[config.mk]
export PLATFORM = sky130hd
export DESIGN_NAME = mcr_regs
export DESIGN_NICKNAME = d
export VERILOG_FILES = /design/src/logic/mcr_pkg.sv /design/src/logic/mcr_sync.sv /design/src/logic/mcr_regs.sv
export SDC_FILE = /design/constraint.sdc
export NUM_CORES = 1
export LEC_CHECK = 0
export BUFFER_PORTS_ARGS = -buffer_cell sky130_fd_sc_hd__buf_4
export CORE_UTILIZATION = 40
export DETAILED_ROUTE_END_ITERATION = 16
export GPL_TIMING_DRIVEN = 0
export HOLD_SLACK_MARGIN = 0.15
export PLACE_DENSITY_LB_ADDON = 0.2
export SYNTH_ARGS = -nofsm -noshare
export SYNTH_HDL_FRONTEND = slang
export SYNTH_SLANG_ARGS = --single-unit
[constraint.sdc]
create_clock -name core_clk -period 2.18 [get_ports core_clk]
set_input_delay 0.109 -clock core_clk [delete_from_list [all_inputs] [get_ports core_clk]]
set_output_delay 0.109 -clock core_clk [all_outputs]
set_load 0.02 [all_outputs]
[src/logic/mcr_pkg.sv]
// How it works
// - Reset command at 1A clears both registers
// - Power-on reset gives the same cleared state
// - Direct mode, reset pin low holds cleared state
// - General bit 6 one divides LO by two
// - General bit 4 enables bias supplies
// - General bit 0 enables the modulator
// - Address EB reads back general control
// - Transmitter bits 3..0 hold LO path setting
// - Address EE reads back transmitter control
// - Disable pin low selects direct pin control
// - Direct reset pin high leaves low power
// - Direct divider pin sets inverse of bit 6
// - Direct mode, reset pin high, forces bias and modulator on
// - Direct frequency pins map to path setting
// - Transaction is address byte, optional data byte
// - Command data sampled on serial clock rise
// - Each address is read-only or write-only
package mcr_pkg;

  localparam logic [7:0] ADDR_RESET = 8'h1A;
  localparam logic [7:0] ADDR_GEN = 8'h1B;
  localparam logic [7:0] ADDR_TX = 8'h1E;
  localparam logic [7:0] ADDR_GEN_RB = 8'hEB;
  localparam logic [7:0] ADDR_TX_RB = 8'hEE;

  localparam int GEN_DIV_BIT = 6;
  localparam int GEN_BIAS_BIT = 4;
  localparam int GEN_MOD_BIT = 0;
  localparam int TX_PATH_LSB = 0;
  localparam int TX_PATH_W = 4;

  localparam logic [7:0] GEN_RESET = 8'h00;
  localparam logic [7:0] TX_RESET = 8'h00;
  localparam logic [7:0] GEN_POWER_MASK = 8'h11;
  localparam logic [7:0] GEN_DIRECT_BASE = 8'h11;
  localparam logic [7:0] TX_DIRECT_BASE = 8'h70;

  localparam logic [3:0] PATH_F00 = 4'h0;
  localparam logic [3:0] PATH_F10 = 4'h5;
  localparam logic [3:0] PATH_F01 = 4'hA;
  localparam logic [3:0] PATH_F11 = 4'hF;

  localparam int PIN_COUNT = 5;
  localparam logic [4:0] PIN_RESET = 5'h05;
  localparam logic [2:0] LAST_BIT = 3'h7;

  typedef enum logic [4:0] {
    ST_IDLE = 5'h01,
    ST_ADDR = 5'h02,
    ST_DATA = 5'h04,
    ST_READ = 5'h08,
    ST_DONE = 5'h10
  } mcr_state_e;

  typedef struct packed {
    logic serial_clk_pin;
    logic command_data_in;
    logic chip_select_n;
    logic read_data_pin;
    logic serial_disable_n;
  } mcr_pins_s;

  typedef struct packed {
    logic lo_divider_select;
    logic bias_enable;
    logic modulator_enable;
    logic [3:0] lo_path_setting;
    logic powersave;
  } mcr_ctrl_s;

endpackage

[src/logic/mcr_sync.sv]
`timescale 1ns/1ps
module mcr_sync #(
  parameter int WIDTH = 1,
  parameter logic [WIDTH-1:0] RESET_VAL = '0
) (
  input wire logic core_clk,
  input wire logic rst_n,
  input wire logic [WIDTH-1:0] async_in,
  output logic [WIDTH-1:0] level
);

  logic [WIDTH-1:0] meta;
  logic [WIDTH-1:0] stage2;
  logic [WIDTH-1:0] stage3;
  logic [WIDTH-1:0] agree;
  logic [WIDTH-1:0] next_level;

  // A change counts only once the two later stages agree
  assign agree = ~(stage2 ^ stage3);
  assign next_level = (stage3 & agree) | (level & ~agree);

  always_ff @(posedge core_clk or negedge rst_n) begin
    if (!rst_n) begin
      meta <= RESET_VAL;
      stage2 <= RESET_VAL;
      stage3 <= RESET_VAL;
      level <= RESET_VAL;
    end else begin
      meta <= async_in;
      stage2 <= meta;
      stage3 <= stage2;
      level <= next_level;
    end
  end

  a_sync_agree_only:
    assert property (@(posedge core_clk) disable iff (!rst_n)
      (level != $past(level)) |-> (($past(stage2) ^ $past(stage3)) & (level ^ $past(level))) == '0)
    else $error("Synchronised level moved without agreement");

endmodule // mcr_sync

[src/logic/mcr_regs.sv]
`timescale 1ns/1ps
module mcr_regs (
  input wire logic core_clk,
  input wire logic rst_n,
  input wire mcr_pkg::mcr_pins_s pins,
  output logic read_data_out,
  output logic read_data_oe,
  output logic direct_mode,
  output logic [7:0] general_control,
  output logic [7:0] transmitter_control,
  output mcr_pkg::mcr_ctrl_s ctrl
);

  // Filtered pins
  mcr_pkg::mcr_pins_s pins_f;

  mcr_sync #(
    .WIDTH(mcr_pkg::PIN_COUNT),
    .RESET_VAL(mcr_pkg::PIN_RESET)
  ) u_pin_sync (
    .core_clk(core_clk),
    .rst_n(rst_n),
    .async_in(pins),
    .level(pins_f)
  );

  // Serial side state
  mcr_pkg::mcr_state_e state;
  mcr_pkg::mcr_state_e next_state;
  logic sclk_d;
  logic [2:0] bit_cnt;
  logic [2:0] next_bit_cnt;
  logic [7:0] in_shift;
  logic [7:0] next_in_shift;
  logic [7:0] read_shift;
  logic [7:0] next_read_shift;
  logic target_tx;
  logic next_target_tx;
  logic [7:0] next_general;
  logic [7:0] next_transmitter;
  logic por_seen;

  // Pin roles change with the mode
  wire direct = ~pins_f.serial_disable_n;
  wire serial_clk = pins_f.serial_clk_pin;
  wire serial_data = pins_f.command_data_in;
  wire select_high = pins_f.chip_select_n;
  wire direct_reset_n = pins_f.serial_clk_pin;
  wire direct_freq_bit1 = pins_f.command_data_in;
  wire direct_freq_bit2 = pins_f.chip_select_n;
  wire direct_divider_pin = pins_f.read_data_pin;

  // Edge of the filtered clock; a few core cycles late, which the host timing covers
  wire sclk_rise = serial_clk & ~sclk_d;
  wire last_bit = (bit_cnt == mcr_pkg::LAST_BIT);
  wire [7:0] rx_byte = {in_shift[6:0], serial_data};

  // Address decoding
  wire addr_done = (state == mcr_pkg::ST_ADDR) && sclk_rise && last_bit;
  wire hit_reset = (rx_byte == mcr_pkg::ADDR_RESET);
  wire hit_gen = (rx_byte == mcr_pkg::ADDR_GEN);
  wire hit_tx = (rx_byte == mcr_pkg::ADDR_TX);
  wire hit_gen_rb = (rx_byte == mcr_pkg::ADDR_GEN_RB);
  wire hit_tx_rb = (rx_byte == mcr_pkg::ADDR_TX_RB);
  wire hit_write = hit_gen || hit_tx;
  wire hit_read = hit_gen_rb || hit_tx_rb;
  wire reset_cmd = addr_done && hit_reset;
  wire data_done = (state == mcr_pkg::ST_DATA) && sclk_rise && last_bit;
  wire write_gen = data_done && !target_tx;
  wire write_tx = data_done && target_tx;
  wire [7:0] mirror_byte = hit_tx_rb ? transmitter_control : general_control;

  // Direct mode register images
  wire [3:0] direct_path =
    (direct_freq_bit1 && direct_freq_bit2) ? mcr_pkg::PATH_F11 :
    direct_freq_bit2 ? mcr_pkg::PATH_F01 :
    direct_freq_bit1 ? mcr_pkg::PATH_F10 :
    mcr_pkg::PATH_F00;
  wire [7:0] direct_gen = mcr_pkg::GEN_DIRECT_BASE | {1'b0, ~direct_divider_pin, 6'h00};
  wire [7:0] direct_tx = mcr_pkg::TX_DIRECT_BASE | {4'h0, direct_path};

  // Transaction sequencing
  always_comb begin
    next_state = state;
    next_bit_cnt = bit_cnt;
    next_in_shift = in_shift;
    next_read_shift = read_shift;
    next_target_tx = target_tx;
    if (direct || select_high) begin
      next_state = mcr_pkg::ST_IDLE;
      next_bit_cnt = 3'h0;
    end else begin
      case (state)
        mcr_pkg::ST_IDLE: begin
          next_state = mcr_pkg::ST_ADDR;
          next_bit_cnt = 3'h0;
        end
        mcr_pkg::ST_ADDR: begin
          if (sclk_rise) begin
            next_in_shift = rx_byte;
            next_bit_cnt = bit_cnt + 3'h1;
            if (last_bit) begin
              if (hit_write) begin
                next_state = mcr_pkg::ST_DATA;
                next_target_tx = hit_tx;
              end else if (hit_read) begin
                next_state = mcr_pkg::ST_READ;
                next_read_shift = mirror_byte;
              end else begin
                next_state = mcr_pkg::ST_DONE;
              end
            end
          end
        end
        mcr_pkg::ST_DATA: begin
          if (sclk_rise) begin
            next_in_shift = rx_byte;
            next_bit_cnt = bit_cnt + 3'h1;
            if (last_bit) begin
              next_state = mcr_pkg::ST_DONE;
            end
          end
        end
        mcr_pkg::ST_READ: begin
          if (sclk_rise) begin
            next_read_shift = {read_shift[6:0], 1'b0};
            next_bit_cnt = bit_cnt + 3'h1;
            if (last_bit) begin
              next_state = mcr_pkg::ST_DONE;
            end
          end
        end
        mcr_pkg::ST_DONE: begin
          // Extra clocks are ignored until select goes high
          next_state = mcr_pkg::ST_DONE;
        end
        default: begin
          next_state = mcr_pkg::ST_IDLE;
        end
      endcase
    end
  end

  // Register update; direct mode overrides the serial path completely
  always_comb begin
    next_general = general_control;
    next_transmitter = transmitter_control;
    if (direct) begin
      if (!direct_reset_n) begin
        next_general = mcr_pkg::GEN_RESET;
        next_transmitter = mcr_pkg::TX_RESET;
      end else begin
        next_general = direct_gen;
        next_transmitter = direct_tx;
      end
    end else if (reset_cmd) begin
      next_general = mcr_pkg::GEN_RESET;
      next_transmitter = mcr_pkg::TX_RESET;
    end else if (write_gen) begin
      next_general = rx_byte;
    end else if (write_tx) begin
      next_transmitter = rx_byte;
    end
  end

  always_ff @(posedge core_clk or negedge rst_n) begin
    if (!rst_n) begin
      state <= mcr_pkg::ST_IDLE;
      sclk_d <= 1'b0;
      bit_cnt <= 3'h0;
      in_shift <= 8'h00;
      read_shift <= 8'h00;
      target_tx <= 1'b0;
      general_control <= mcr_pkg::GEN_RESET;
      transmitter_control <= mcr_pkg::TX_RESET;
      por_seen <= 1'b0;
    end else begin
      state <= next_state;
      sclk_d <= serial_clk;
      bit_cnt <= next_bit_cnt;
      in_shift <= next_in_shift;
      read_shift <= next_read_shift;
      target_tx <= next_target_tx;
      general_control <= next_general;
      transmitter_control <= next_transmitter;
      por_seen <= 1'b1;
    end
  end

  // Outputs; read pin becomes an input in direct mode
  assign direct_mode = direct;
  assign read_data_out = read_shift[7];
  assign read_data_oe = (state == mcr_pkg::ST_READ) && !direct;
  assign ctrl.lo_divider_select = general_control[mcr_pkg::GEN_DIV_BIT];
  assign ctrl.bias_enable = general_control[mcr_pkg::GEN_BIAS_BIT];
  assign ctrl.modulator_enable = general_control[mcr_pkg::GEN_MOD_BIT];
  assign ctrl.lo_path_setting =
    transmitter_control[mcr_pkg::TX_PATH_LSB +: mcr_pkg::TX_PATH_W];
  assign ctrl.powersave = (general_control & mcr_pkg::GEN_POWER_MASK) == 8'h00;

  a_reset_cmd_clears:
    assert property (@(posedge core_clk) disable iff (!rst_n)
      (addr_done && hit_reset && !direct)
      |=> (general_control == mcr_pkg::GEN_RESET)
          && (transmitter_control == mcr_pkg::TX_RESET) && ctrl.powersave)
    else $error("Reset command did not clear registers");

  a_por_state:
    assert property (@(posedge core_clk) disable iff (!rst_n)
      !por_seen |-> (general_control == mcr_pkg::GEN_RESET)
                    && (transmitter_control == mcr_pkg::TX_RESET))
    else $error("Power-on state not cleared");

  a_direct_hold_reset:
    assert property (@(posedge core_clk) disable iff (!rst_n)
      (direct && !direct_reset_n) [*2]
      |-> (general_control == mcr_pkg::GEN_RESET)
          && (transmitter_control == mcr_pkg::TX_RESET) && ctrl.powersave)
    else $error("Direct reset pin low did not hold cleared state");

  a_gen_write_fields:
    assert property (@(posedge core_clk) disable iff (!rst_n)
      (write_gen && !direct)
      |=> (general_control == $past(rx_byte))
          && (ctrl.lo_divider_select == $past(rx_byte[6]))
          && (ctrl.bias_enable == $past(rx_byte[4]))
          && (ctrl.modulator_enable == $past(rx_byte[0])))
    else $error("General control write not applied");

  a_tx_write_path:
    assert property (@(posedge core_clk) disable iff (!rst_n)
      (write_tx && !direct)
      |=> (transmitter_control == $past(rx_byte))
          && (ctrl.lo_path_setting == $past(rx_byte[3:0])))
    else $error("Transmitter control write not applied");

  a_gen_readback:
    assert property (@(posedge core_clk) disable iff (!rst_n)
      (addr_done && hit_gen_rb && !direct)
      |=> (read_shift == $past(general_control)) && read_data_oe)
    else $error("General readback not loaded");

  a_tx_readback:
    assert property (@(posedge core_clk) disable iff (!rst_n)
      (addr_done && hit_tx_rb && !direct)
      |=> (read_shift == $past(transmitter_control)) && read_data_oe)
    else $error("Transmitter readback not loaded");

  a_direct_pins_take:
    assert property (@(posedge core_clk) disable iff (!rst_n)
      direct |-> !read_data_oe && (state == mcr_pkg::ST_IDLE || !$past(direct)))
    else $error("Serial port active in direct mode");

  a_direct_active:
    assert property (@(posedge core_clk) disable iff (!rst_n)
      (direct && direct_reset_n) [*2]
      |-> !ctrl.powersave && ctrl.bias_enable && ctrl.modulator_enable
          && (general_control[7] == 1'b0) && (general_control[5] == 1'b0)
          && (general_control[3:1] == 3'h0))
    else $error("Direct mode general control image wrong");

  a_direct_divider:
    assert property (@(posedge core_clk) disable iff (!rst_n)
      (direct && direct_reset_n) |=> ctrl.lo_divider_select == !$past(direct_divider_pin))
    else $error("Direct divider pin not inverted into bit 6");

  a_direct_path_map:
    assert property (@(posedge core_clk) disable iff (!rst_n)
      (direct && direct_reset_n)
      |=> (transmitter_control[7:4] == 4'h7)
          && (transmitter_control[3:0] ==
              {$past(direct_freq_bit2), $past(direct_freq_bit1),
               $past(direct_freq_bit2), $past(direct_freq_bit1)}))
    else $error("Direct frequency pins mapped wrongly");

  a_select_abort:
    assert property (@(posedge core_clk) disable iff (!rst_n)
      (select_high && !direct) |=> (state == mcr_pkg::ST_IDLE) && !read_data_oe)
    else $error("Select high did not end the transaction");

  a_shift_on_rise:
    assert property (@(posedge core_clk) disable iff (!rst_n)
      !sclk_rise |=> $stable(in_shift))
    else $error("Command data sampled off a rising serial clock");

  a_write_addr_no_read:
    assert property (@(posedge core_clk) disable iff (!rst_n)
      (addr_done && hit_write && !direct)
      |=> (state == mcr_pkg::ST_DATA) ##1 !read_data_oe)
    else $error("Write address opened a read");

  a_read_msb_first:
    assert property (@(posedge core_clk) disable iff (!rst_n)
      ((state == mcr_pkg::ST_READ) && sclk_rise && !select_high && !direct)
      |=> read_data_out == $past(read_shift[6]))
    else $error("Readback not shifted MSB first");

  a_select_opens_addr:
    assert property (@(posedge core_clk) disable iff (!rst_n)
      ((state == mcr_pkg::ST_IDLE) && !select_high && !direct)
      |=> (state == mcr_pkg::ST_ADDR) && (bit_cnt == 3'h0))
    else $error("Select low did not open the address byte");

  a_count_on_rise:
    assert property (@(posedge core_clk) disable iff (!rst_n)
      (!sclk_rise && !select_high && !direct && (state != mcr_pkg::ST_IDLE))
      |=> $stable(bit_cnt))
    else $error("Bit count moved without a rising serial clock");

  a_unmapped_ignored:
    assert property (@(posedge core_clk) disable iff (!rst_n)
      (addr_done && !hit_write && !hit_read && !hit_reset && !direct)
      |=> (state == mcr_pkg::ST_DONE)
          && $stable(general_control) && $stable(transmitter_control))
    else $error("Unmapped address changed the registers");

  a_done_holds:
    assert property (@(posedge core_clk) disable iff (!rst_n)
      ((state == mcr_pkg::ST_DONE) && !direct)
      |=> $stable(general_control) && $stable(transmitter_control))
    else $error("Registers changed after the transaction ended");

  a_read_no_write:
    assert property (@(posedge core_clk) disable iff (!rst_n)
      ((state == mcr_pkg::ST_READ) && !direct)
      |=> $stable(general_control) && $stable(transmitter_control))
    else $error("Readback changed a register");

  a_read_ends:
    assert property (@(posedge core_clk) disable iff (!rst_n)
      ((state == mcr_pkg::ST_READ) && sclk_rise && last_bit && !select_high && !direct)
      |=> (state == mcr_pkg::ST_DONE) && !read_data_oe)
    else $error("Readback did not stop after eight bits");

  a_gen_write_only:
    assert property (@(posedge core_clk) disable iff (!rst_n)
      (write_gen && !direct)
      |=> $stable(transmitter_control))
    else $error("General control write disturbed transmitter control");

  a_tx_write_only:
    assert property (@(posedge core_clk) disable iff (!rst_n)
      (write_tx && !direct)
      |=> $stable(general_control))
    else $error("Transmitter control write disturbed general control");

endmodule // mcr_regs

Word-level counts from Yosys, hierarchy flattened
Cells that the tools add are included.
{ "totals": {"register_bits": 61, "ramBits": 0, "inputBits": 7, "latch_bits": 0, "n_memories": 0, "mem_bits_ro": 0} }
{ "op_classes": {"n_div": 0, "n_lt_le_gt_ge": 0, "addsub": 1, "n_mul": 0, "reduce_logical": 25, "eq_ne": 24, "n_bitwise": 11, "mux": 30, "n_shift": 0} }
{ "op_table": {"columns": ["cell", "count"], "rows": [
  ["$mux 8", 13],
  ["$mux 5", 7],
  ["$eq 8x5->1 const B", 3],
  ["$pmux 5 s4", 1],
  ["$eq 8x8->1 const B", 2],
  ["$pmux 8 s2", 1],
  ["$mux 7", 2],
  ["$and 5x5->5", 2],
  ["$ne 2x2->1 const B", 5],
  ["$not 5->5", 2],
  ["$logic_and 1x1->1", 9],
  ["$mux 3", 3],
  ["$ne 3x1->1 const B", 3],
  ["$ne 3x3->1 const B", 3],
  ["$logic_not 8->1", 1],
  ["$mux 4", 2],
  ["$reduce_and 7->1", 1],
  ["$ne 3x2->1 const B", 2],
  ["$pmux 3 s2", 1],
  ["$eq 5x1->1 const B", 1],
  ["$eq 5x2->1 const B", 1],
  ["$eq 5x3->1 const B", 1],
  ["$eq 5x4->1 const B", 1],
  ["$eq 5x5->1 const B", 1],
  ["16 further kinds", 23]
]} }

Logic depth before layout (Yosys ltp)
Gate-level depths: netlist of the first run.
{ "logic_depth": {"depth_word": 9, "depth_mapped": 8, "ltp_nobuf": 7} }

Modules after synthesis
Synthesis of the first run repeated with hierarchy kept, for this count alone.
{ "unflattened": {"cells_unflattened": 233, "hier_area_um2": 2780.2} }
{ "by_module_without_submodules": {"columns": ["mod", "cells_each", "n_inst", "seq_area_each_um2", "area_per_inst_um2"], "rows": [
  ["mcr_regs", 208, 1, 1027.2, 2213.4],
  ["mcr_sync", 25, 1, 510.5, 566.8]
]} }

Worst setup path after synthesis of the first run
OpenSTA, ideal clock, no wires.
{ "synth_path": {"path_type": "register -> register", "startpoint": "register bit_cnt[0]", "endpoint": "register transmitter_control[0]", "synth_period_minus_slack_ns": 1.959, "required_time_ns": 2.058, "slack_ns": 0.221, "stages_incl_launch_ff": 8, "t_arrival_ns": 1.838, "path_buffers": 1, "cell_sequence": "dfrtp_1 ha_1 ha_1 inv_1 or2_2 o41a_1 buf_6 a32o_1"} }
{ "synth_between": {"elab_chain_cells": 5} }
{ "synth_rtl": {"columns": ["element", "line", "source"], "rows": [
  ["start: declaration", "mcr_regs.sv:31", "logic [2:0] bit_cnt;"],
  ["start signal: assignment", "mcr_regs.sv:180", "bit_cnt <= next_bit_cnt;"],
  ["$eq 3x3->1 (*)", "mcr_regs.sv:55", "wire last_bit = (bit_cnt == mcr_pkg::LAST_BIT);"],
  ["$logic_and 1x1->1, on equally long branches", "mcr_regs.sv:59, mcr_regs.sv:68", null],
  ["$logic_and 1x1->1, on equally long branches", "mcr_regs.sv:67, mcr_regs.sv:69, mcr_regs.sv:70", null],
  ["$ne 3x3->1 (no source line) / $mux 8 (equally long branches)", null, null],
  ["$reduce_and 2->1 (no source line) / $mux 8 (equally long branches)", null, null],
  ["end signal: assignment", "mcr_regs.sv:175", "transmitter_control <= mcr_pkg::TX_RESET;"],
  ["end signal: assignment", "mcr_regs.sv:185", "transmitter_control <= next_transmitter;"],
  ["end: declaration", "mcr_regs.sv:10", "output logic [7:0] transmitter_control,"]
]} }
Mark *: on every way between the ends. The rest lies on a longest branch, timed or not.
A chain may end at the register's enable or synchronous reset.

Worst setup path after layout of the first run
Same ends and word-level chain as after synthesis.

==> impl_results.md, run 1 <==
- Most frequent cells in the layout: 52 x dfrtp_1, 42 x buf_4, 16 x nor2_1
- Fin Hold WS: 351 ps
- Post-synthesis sequential area ratio: 56.1%
- Post-synthesis cell area: 2740 µm²
- Row count: 29
- Area Growth Syn to Fin: 21.9%
- Wire per inst: 15.8 µm
- Hold crit path type: register to register
- Die W: 84.8 µm
- Layout Cells excl Fill: 356
- Hold Path Depth: 0
- Critical Path RT: 2420 ps
- Nets: 283
- WP data arrival: 2300 ps
- Max VDD drop: 0.470 mV
- Most frequent CP cell: ha_1
- CTS tree: done
- Setup ws final: 117 ps
- Port Buffer Count: 33
- Part of the power in the clock network: 33.8%
- Grt ovf: 0
- Setup tns final: 0 ps
- Synth area leaders: dfrtp_1 47%, dfstp_2 8.6%, mux2_2 6.2%
- Pin count of the biggest net entering global routing: 62
- Critical setup path kind: register to register
- CP max FO: 10
- Pre-Repair DR Iteration Count: 6
- Synth unique cells: 46
- Sw frac: 28.8%
- Worst path max stage delay: 420 ps
- Final Hold Viols: 0
- Total GRT Usage: 17.4%
- Yosys top cell area share: 47.5%
- CTS Buffer Depth: 2
- Slowest-stage cell, CP: o41a_1
- Endpoints failing setup: 0
- Post-Place Cells: 332
- Share of layout cells above drive strength 1: 37.3%
- Initial antenna violation count: 0
- Crit. End Element: register
- Yosys warnings: 0
- Sequential power share: 49.7%
- 1st-iter DRT viols: 83
- Die height: 84.8 µm
- Leak pwr: 0.00153 µW
- RePlAce Congestion: 0.771
- Cell count after synthesis: 222
- Drt total wl: 5610 µm
- Fmax: 0.485 GHz
- FF+latch count, synth: 61
- Switching power: 734 µW
- Synth area leader: dfrtp_1
- DRC violations left: 0
- Post-place setup slack: 34.9 ps
- Most common cell after layout, fill and taps aside: dfrtp_1
- Vias per inst: 5.30
- Post-route ant nets: 0
- Worst setup SP type: register
- Pint: 1810 µW
- Clock slew at reported path FFs: 70 ps
- Htree depth: 3
- Power share of the combinational group: 16.5%
- Worst Tran Pin Value: 755 ps
- Clk root buf: clkbuf_8
- Max Cap Viol: 0
- Cts bufs inserted: 9
- Fin crit period: 2060 ps
- Clk_lat worst skew: 340 ps
- Unrepaired setup endpoints after global routing: false
- Slew margin rel.: 49.7%
- Pwr Density: 763 nW/µm²
- First-pass GRT wire length: 9490 µm
- Post-Syn Area per Cell: 12.3 µm²
- Dpl hpwl: 3820 µm
- Final worst-path cycle share: 94.6%
- Clock Sink Count: 61
- Core ar.: 6490 µm²
- Number of global-route vias before repair: 1903
- Fillers: 560
- Die ar.: 7190 µm²
- R2R depth: 7
- Synthesized net count: 231
- Top Ports: 34
- # diodes: 0
- Status: complete, no violations
- Initial Util: 42.2%
- Via count: 1888
- Max Slew Vio Count: 0
- Worst path cell trace: ha_1 > ha_1 > inv_1 > or2_2 > o41a_1 > buf_6 > a32o_1
- Clock Skews: 13.1 ps
-- worst paths after layout --
check | start | slack [ps] | endpoint
setup / recovery | bit_cnt[0]$_DFFE_PN0P_ | 120 | transmitter_control[0]$_DFFE_PN0P_
hold / removal | u_pin_sync.meta[4]$_DFF_PN0_ | 350 | u_pin_sync.stage2[4]$_DFF_PN0_
setup reg to reg | bit_cnt[0]$_DFFE_PN0P_ | 120 | transmitter_control[0]$_DFFE_PN0P_
hold reg to reg | u_pin_sync.meta[4]$_DFF_PN0_ | 350 | u_pin_sync.stage2[4]$_DFF_PN0_
max in group asynchronous | rst_n | 1310 | state[4]$_DFFE_PN0P_
min in group asynchronous | rst_n | 380 | read_shift[7]$_DFFE_PN0P_
-- critical path, delay by kind of cell (launching register included) --
kind / cells / cell delay, ps
simple gates: 1 / 350
buf+inv: 2 / 260
flops: 1 / 360
fa+ha+maj: 2 / 330
compound gates: 2 / 660
-- state kept, by name, summed over array words and instances (netlist names), named ones only --
name and cells:
state 5, u_pin_sync.meta 5, general_control 8, transmitter_control 8, read_shift 8, bit_cnt 3
sclk_d 1, target_tx 1, u_pin_sync.stage3 5, u_pin_sync.stage2 5, in_shift 7
-- cell families after synthesis --
| group | after synthesis | share of synthesized area (%) |
|---|---|---|
| XOR/XNOR | 3 | 0.959 |
| flip-flops | 61 | 56.1 |
| buffers and inverters | 20 | 5.30 |
| AO/OA/AOI/OAI | 51 | 14.3 |
| adder cells (fa/ha/maj) | 7 | 2.74 |
| AND/OR/NAND/NOR | 58 | 11.8 |
| multiplexers | 22 | 8.72 |
-- synthesized netlist by cell type (all sizes together) --
cell / instances
nand3: 7
nor3: 1
nor2: 17
a2bb2oi: 9
o31ai: 1
nand2b: 3
inv: 3
a21oi: 4
dfstp: 9
o21ai: 14
nand2: 13
or2: 3
o211ai: 2
mux2i: 7
dfrtp: 52
a211oi: 1
buf: 14
and2: 2
nand4: 2
o41ai: 2
nor4bb: 1
maj3: 5
or3: 2
mux2: 15
nor4: 1
a32o: 2
a22oi: 7
o41a: 1
a31o: 1
nand4b: 2
or4b: 1
nor2b: 2
ha: 2
o2bb2ai: 7
nand4bb: 1
xor2: 3
clkbuf: 3
-- area by class of cell --
cell class,count,area (µm²),share of cell area [%]
Sequential cell,61,1540,46.0
Multi-Input combinational cell,141,1070,32.0
Timing Repair Buffer,41,323,9.67
Buffer,17,135,4.05
Clock buffer,10,128,3.82
Tap cell,77,96.3,2.88
Clock inverter,6,38.8,1.16
Inverter,3,11.3,0.337
-- per-layer routing --
layer / GRT usage, % / wire length [µm]
met1: 24.4 / 2750
met2: 25.3 / 2510
met3: 6.00 / 282
met4: 6.01 / 73
met5: 0 / 0
-- power groups by stage --
stage	combinational (µW)	sequential [µW]	clock, µW
after floorplan	212	1310	0
after global placement	407	1290	0
after detailed placement	408	1290	0
after CTS	418	1270	887
after global routing	449	1280	938
final	421	1270	861
-- per-stage QoR --
step | utilization (%) | total power [µW] | area, µm²
6_report | 51.4 | 2550 | 3340
5_1_grt | 51.4 | 2660 | 3340
4_1_cts | 51.0 | 2580 | 3310
3_5_place_dp | 47.5 | 1700 | 3080
3_3_place_gp | 47.5 | 1700 | 3080
2_1_floorplan | - | 1520 | 2740
-- what timing repair did --
item / in CTS / in global routing
hold buffers: 6 / 0
hold endpoints to repair: 57 / 0
resized for setup: 0 / 7
endpoints found under the setup margin: 0 / 30
buffers inserted: 0 / 2
Power figures use the tool's default switching activity.
==> run 2, diff against run 1 <==
SETUP_SLACK_MARGIN = 0.3   (was not set)
==> run 2 against run 1 <==
  * The flow now finishes with violations (DRC)
  * Clock-buffer cell count shrank 1
  * Sequential share of layout area shrank 4.7 points
  * Cell area grew 12%
  * Core utilization grew 6.0 points
  * Final cell count grew 6.7%
  * Fmax grew 3.8%
  * Non-clock buffer count grew 24
  * Global-route usage grew 0.78 points
  * Register-to-register slack gained 80 ps
  * Worst setup slack gained 75 ps
  * Combinational power grew 13%
  * Via count grew 7.9%
  * Critical endpoint unchanged
==> impl_results.md, run 2 (same netlist as run 1, synthesis figures left out) <==
- Die height: 84.8 µm (unchanged)
- Cts bufs inserted: 9 (unchanged)
- Sequential power share: 43.5% (-6.2 points)
- Worst path max stage delay: 550 ps (+130 ps)
- Dpl hpwl: 3840 µm (+0.43%)
- 1st-iter DRT viols: 155 (+87%)
- Die W: 84.8 µm (unchanged)
- Most frequent cells in the layout: 64 x buf_4, 49 x dfrtp_1, 15 x nor2_1
- First-pass GRT wire length: 9920 µm (+4.5%)
- Pwr Density: 782 nW/µm² (+2.4%)
- Part of the power in the clock network: 40.1% (+6.3 points)
- Initial Util: 42.2% (unchanged)
- Initial antenna violation count: 0 (unchanged)
- Clk root buf: clkbuf_8
- CTS Buffer Depth: 2 (unchanged)
- Port Buffer Count: 33 (unchanged)
- Drt total wl: 6210 µm (+11%)
- Total GRT Usage: 18.2% (+0.78 points)
- Leak pwr: 0.00171 µW (+12%)
- Core ar.: 6490 µm² (unchanged)
- Number of global-route vias before repair: 1903 (unchanged)
- Top Ports: 34 (unchanged)
- Max VDD drop: 0.506 mV (+7.5%)
- Die ar.: 7190 µm² (unchanged)
- Clock slew at reported path FFs: 80 ps (about the same)
- Pint: 2100 µW (+16%)
- Sw frac: 27.9% (-0.88 points)
- Worst path cell trace: or4b_4 > o41a_1 > buf_6 > a32o_1
- Slew margin rel.: 46.7% (-3.0 points)
- Clock Sink Count: 61 (unchanged)
- Fin crit period: 1990 ps (-75.4 ps)
- Top Registers: general_control: 8 flops, read_shift: 8 flops, transmitter_control: 8 flops
- Wire per inst: 16.3 µm (+3.7%)
- Endpoints failing setup: 0 (unchanged)
- WP data arrival: 2220 ps (-80 ps)
- R2R setup slack: 190 ps (+80 ps)
- Worst Tran Pin Value: 800 ps (+45.2 ps)
- Critical Path RT: 2420 ps (about the same)
- Final worst-path cycle share: 91.2% (-3.5 points)
- Placed cell area: 3090 µm² (+0.12%)
- Critical setup path kind: register to register
- CTS tree: done
- Max Slew Vio Count: 0 (unchanged)
- Power share of the combinational group: 16.3% (-0.2 points)
- Crit. End Element: register
- RePlAce Congestion: 0.755 (-2.1%)
- GR peak layer: met2
- Clk_lat worst skew: 350 ps (about the same)
- M2 GR Usage: 27.6% (+2.4 points)
- # diodes: 0 (unchanged)
- Max Cap Viol: 0 (unchanged)
- Slowest-stage cell, CP: or4b_4
- Final Hold Viols: 0 (unchanged)
- Setup tns final: 0 ps (unchanged)
- Row count: 29 (unchanged)
- Nets: 307 (+8.5%)
- Met1 Use GR: 25.1% (+0.62 points)
- Most common cell after layout, fill and taps aside: buf_4
- Final instance area: 3730 µm² (+12%)
- Fmax: 0.503 GHz (+3.8%)
- Vias per inst: 5.36 (+1.1%)
- Clock Skews: 5.24 ps (-7.81 ps)
- Worst setup SP type: register
- Pin count of the biggest net entering global routing: 62 (unchanged)
- Via count: 2037 (+7.9%)
- Fillers: 536 (-4.3%)
- Post-route ant nets: 0 (unchanged)
- Pre-Repair DR Iteration Count: 10 (+4)
- Fin Hold WS: 351 ps (-0.695 ps)
- Total Power: 2920 µW (+14%)
- Hold crit path type: register to register
- Switching power: 814 µW (+11%)
- Htree depth: 3 (unchanged)
- Share of layout cells above drive strength 1: 48.2% (+11 points)
- Grt ovf: 0 (unchanged)
- DRC violations left: 1 (+1)
- Unrepaired setup endpoints after global routing: true
- Status: complete, but fails checks
- Failing checks: DRC
- Area Growth Syn to Fin: 36.2%
- CP max FO: 5 (-5)
- Met3 usage: 5.60% (-0.39 points)
-- run 2: worst max-delay path, delay by kind of cell, from the launching register on --
family | cells | cell delay (ps)
buf+inv | 1 | 170
simple gates | 1 | 550
flops | 1 | 440
compound gates | 2 | 710
-- run 2: power groups by stage --
stage / clock network (µW) / registers [µW] / logic (µW)
2_1_floorplan: 0 / 1310 / 213
3_3_place_gp: 0 / 1290 / 408
3_5_place_dp: 0 / 1290 / 413
4_1_cts: 1200 / 1270 / 458
5_1_grt: 1240 / 1280 / 507
6_report: 1170 / 1270 / 476
-- run 2: through the flow --
step                      instances  utilization, %  worst slack [ps]
after floorplan                 222               -               297
after global placement          332            47.5              55.7
after detailed placement        332            47.5              18.4
after CTS                       368            55.4               222
after global routing            380            57.4               162
final                           380            57.4               193
-- run 2: repair_timing --
action,in CTS,in global routing
hold buffers,6,0
hold endpoints to repair,57,0
setup endpoints to repair,32,28
setup buffers,13,11
cloned,1,1
pin swaps,8,4
resized for setup,28,14
-- run 2: metal layers --
metal	up-vias	wire (µm)	share of wire, %
met5	-	0	0
met4	0	69	1.1
met3	6	335	5.4
met2	54	2890	46
met1	1021	2920	47
li1	956	-	-
-- run 2: cell type report --
class	instances	area, µm²	share of cell area [%]
Timing Repair Buffer	65	513	13.7
Clock inverter	7	105	2.82
Inverter	3	13.8	0.369
Tap cell	77	96.3	2.58
Buffer	17	160	4.29
Multi-Input combinational cell	141	1180	31.6
Sequential cell	61	1540	41.3
Clock buffer	9	124	3.32
-- run 2: worst paths after layout --
path,startpoint,endpoint,cells after the start
max in group asynchronous,rst_n,in_shift[3]$_DFFE_PN0P_,2
hold reg to reg,u_pin_sync.meta[4]$_DFF_PN0_,u_pin_sync.stage2[4]$_DFF_PN0_,0
setup reg to reg,in_shift[5]$_DFFE_PN0P_,transmitter_control[0]$_DFFE_PN0P_,4
setup / recovery,in_shift[5]$_DFFE_PN0P_,transmitter_control[0]$_DFFE_PN0P_,4
min in group asynchronous,rst_n,read_shift[7]$_DFFE_PN0P_,2
hold / removal,u_pin_sync.meta[4]$_DFF_PN0_,u_pin_sync.stage2[4]$_DFF_PN0_,0
==> run 3, diff against run 2 <==
RECOVER_POWER = 100   (was not set)
==> run 3 against run 2 <==
  * Power shrank 1.5%
  * Critical endpoint is now general_control[4]$_DFFE_PN0P_
  * Via count shrank 0.59%
  * Register-to-register slack got worse by 30 ps
  * Worst setup slack worse by 34 ps
  * Fmax down 1.7%
  * The run ends with capacitance limit, slew limit left
  * Non-clock buffer count unchanged
  * Die area unchanged
==> impl_results.md, run 3 (same netlist as run 1, synthesis figures left out) <==
- Status: complete, but fails checks
- Failing checks: capacitance limit, slew limit
- Pwr Density: 802 nW/µm² (+2.5%)
- RePlAce Congestion: 0.755 (unchanged)
- Hold crit path type: register to register
- Register area: 1540 µm² (unchanged)
- Crit. End Element: register
- Fin Hold WS: 351 ps (-0.00100 ps)
- DRC violations left: 0 (-1)
- CTS tree: done
- Most frequent cells in the layout: 49 x dfrtp_1, 30 x buf_4, 23 x clkbuf_1
- Die ar.: 7190 µm² (unchanged)
- Setup tns final: 0 ps (unchanged)
- Clock slew at reported path FFs: 80 ps (about the same)
- Nets: 307 (unchanged)
- Final Hold Viols: 0 (unchanged)
- Fmax: 0.495 GHz (-1.7%)
- First-pass GRT wire length: 9920 µm (unchanged)
- Most common cell after layout, fill and taps aside: dfrtp_1
- Row count: 29 (unchanged)
- Unrepaired setup endpoints after global routing: true
- Wire per inst: 16.3 µm (-0.16%)
- Initial antenna violation count: 0 (unchanged)
- Total GRT Usage: 18.2% (unchanged)
- # diodes: 0 (unchanged)
- Top Registers: general_control: 8 flops, read_shift: 8 flops, transmitter_control: 8 flops
- Grt ovf: 0 (unchanged)
- Worst Tran Pin Value: 1520 ps (+716 ps)
- Fillers: 564 (+5.2%)
- Drt total wl: 6200 µm (-0.16%)
- Pre-Repair DR Iteration Count: 6 (-4)
- Pin count of the biggest net entering global routing: 62 (unchanged)
- Initial Util: 42.2% (unchanged)
- Critical Path RT: 2410 ps (about the same)
- CTS Buffer Depth: 2 (unchanged)
- Clk root buf: clkbuf_8
- Core ar.: 6490 µm² (unchanged)
- Final instance area: 3590 µm² (-3.9%)
- Htree depth: 3 (unchanged)
- Max Slew Vio Count: 62 (+62)
- Leak pwr: 0.00162 µW (-5.4%)
- Dpl hpwl: 3840 µm (unchanged)
- Port Buffer Count: 33 (unchanged)
- Number of global-route vias before repair: 1903 (unchanged)
- Post-Place Cells: 332 (unchanged)
- Clock Sink Count: 61 (unchanged)
- Die height: 84.8 µm (unchanged)
- Post-route ant nets: 0 (unchanged)
- Die W: 84.8 µm (unchanged)
- Hold Path Depth: 0 (unchanged)
- Slew margin rel.: -1.07% (-48 points)
- Critical setup path kind: register to register
- Top Ports: 34 (unchanged)
- Layout Cells excl Fill: 380 (unchanged)
- Via count: 2025 (-0.59%)
- Area Growth Syn to Fin: 30.9%
- Worst setup SP type: register
- Max VDD drop: 0.504 mV (-0.33%)
- 1st-iter DRT viols: 128 (-17%)
- Final core occ: 55.2% (-2.2 points)
- Fin crit period: 2020 ps (+34.0 ps)
- Vias per inst: 5.33 (-0.59%)
- Area occupied by multi-input gates: 1140 µm² (-3.5%)
- Share of layout cells above drive strength 1: 37.0% (-11 points)
- Clk_lat worst skew: 350 ps (about the same)
- CP max FO: 5 (unchanged)
- Clock Skews: 5.92 ps (+0.682 ps)
- Max Cap Viol: 1 (+1)
- Endpoints failing setup: 0 (unchanged)
- Final worst-path cycle share: 92.7% (+1.6 points)
- Placed cell area: 3090 µm² (unchanged)
- Cts bufs inserted: 9 (unchanged)
- R2R depth: 8 (+4)
- WP data arrival: 2250 ps (+30 ps)
run 3: cell types whose count changed in the layout (fill, tap and decap cells not counted), moves of 3 or more:
cell      delta
clkbuf_4    +12
clkbuf_1    +23
buf_6        -3
mux2_1       +3
buf_4       -34
run 3: final cells by class:
cell class / count / area share, %
Buffer: 17 / 3.84
Inverter: 3 / 0.384
Multi-Input combinational cell: 141 / 31.7
Tap cell: 77 / 2.69
Timing Repair Buffer: 65 / 12.0
Sequential cell: 61 / 43.0
Clock buffer: 9 / 3.45
Clock inverter: 7 / 2.93
run 3: power breakdown:
group	internal [µW]	switching, µW
sequential	1200	64.6
combinational	192	238
clock	663	513
total	2060	816
run 3: per-stage QoR:
stage,worst slack [ps],power (µW)
after detailed placement,18.4,1700
after CTS,222,2920
after global placement,55.7,1700
final,159,2870
after floorplan,297,1520
after global routing,98.7,2980
run 3: worst paths after layout:
kind / from / endpoint / slack [ps]
setup / recovery: bit_cnt[0]$_DFFE_PN0P_ / general_control[4]$_DFFE_PN0P_ / 160
hold reg to reg: u_pin_sync.meta[4]$_DFF_PN0_ / u_pin_sync.stage2[4]$_DFF_PN0_ / 350
min in group asynchronous: rst_n / read_shift[7]$_DFFE_PN0P_ / 670
max in group asynchronous: rst_n / state[4]$_DFFE_PN0P_ / 500
setup reg to reg: bit_cnt[0]$_DFFE_PN0P_ / general_control[4]$_DFFE_PN0P_ / 160
hold / removal: u_pin_sync.meta[4]$_DFF_PN0_ / u_pin_sync.stage2[4]$_DFF_PN0_ / 350
run 3: critical path: stages, from the launching register on:
cell,delay (ps)
dfrtp_1,360
ha_1,150
ha_1,220
inv_4,40
or2_4,250
or3_1,400
clkbuf_1,240
o21ai_2,190
a2bb2oi_2,60
run 3: layer usage:
layer	vias up	part of all wire, %	GRT usage, %
li1	960	-	-
met1	1018	48	25.1
met2	42	47	27.6
met3	5	4.1	5.60
met4	0	1.1	5.86
met5	-	0	0
run 3: what timing repair did:
| action | CTS | global route |
|---|---|---|
| setup endpoints to repair | 32 | 28 |
| buffers inserted | 13 | 11 |
| gates resized for setup | 28 | 14 |
| cloned | 1 | 1 |
| hold buffers | 6 | 0 |
| hold endpoints to repair | 57 | 0 |
| pin swaps | 8 | 4 |
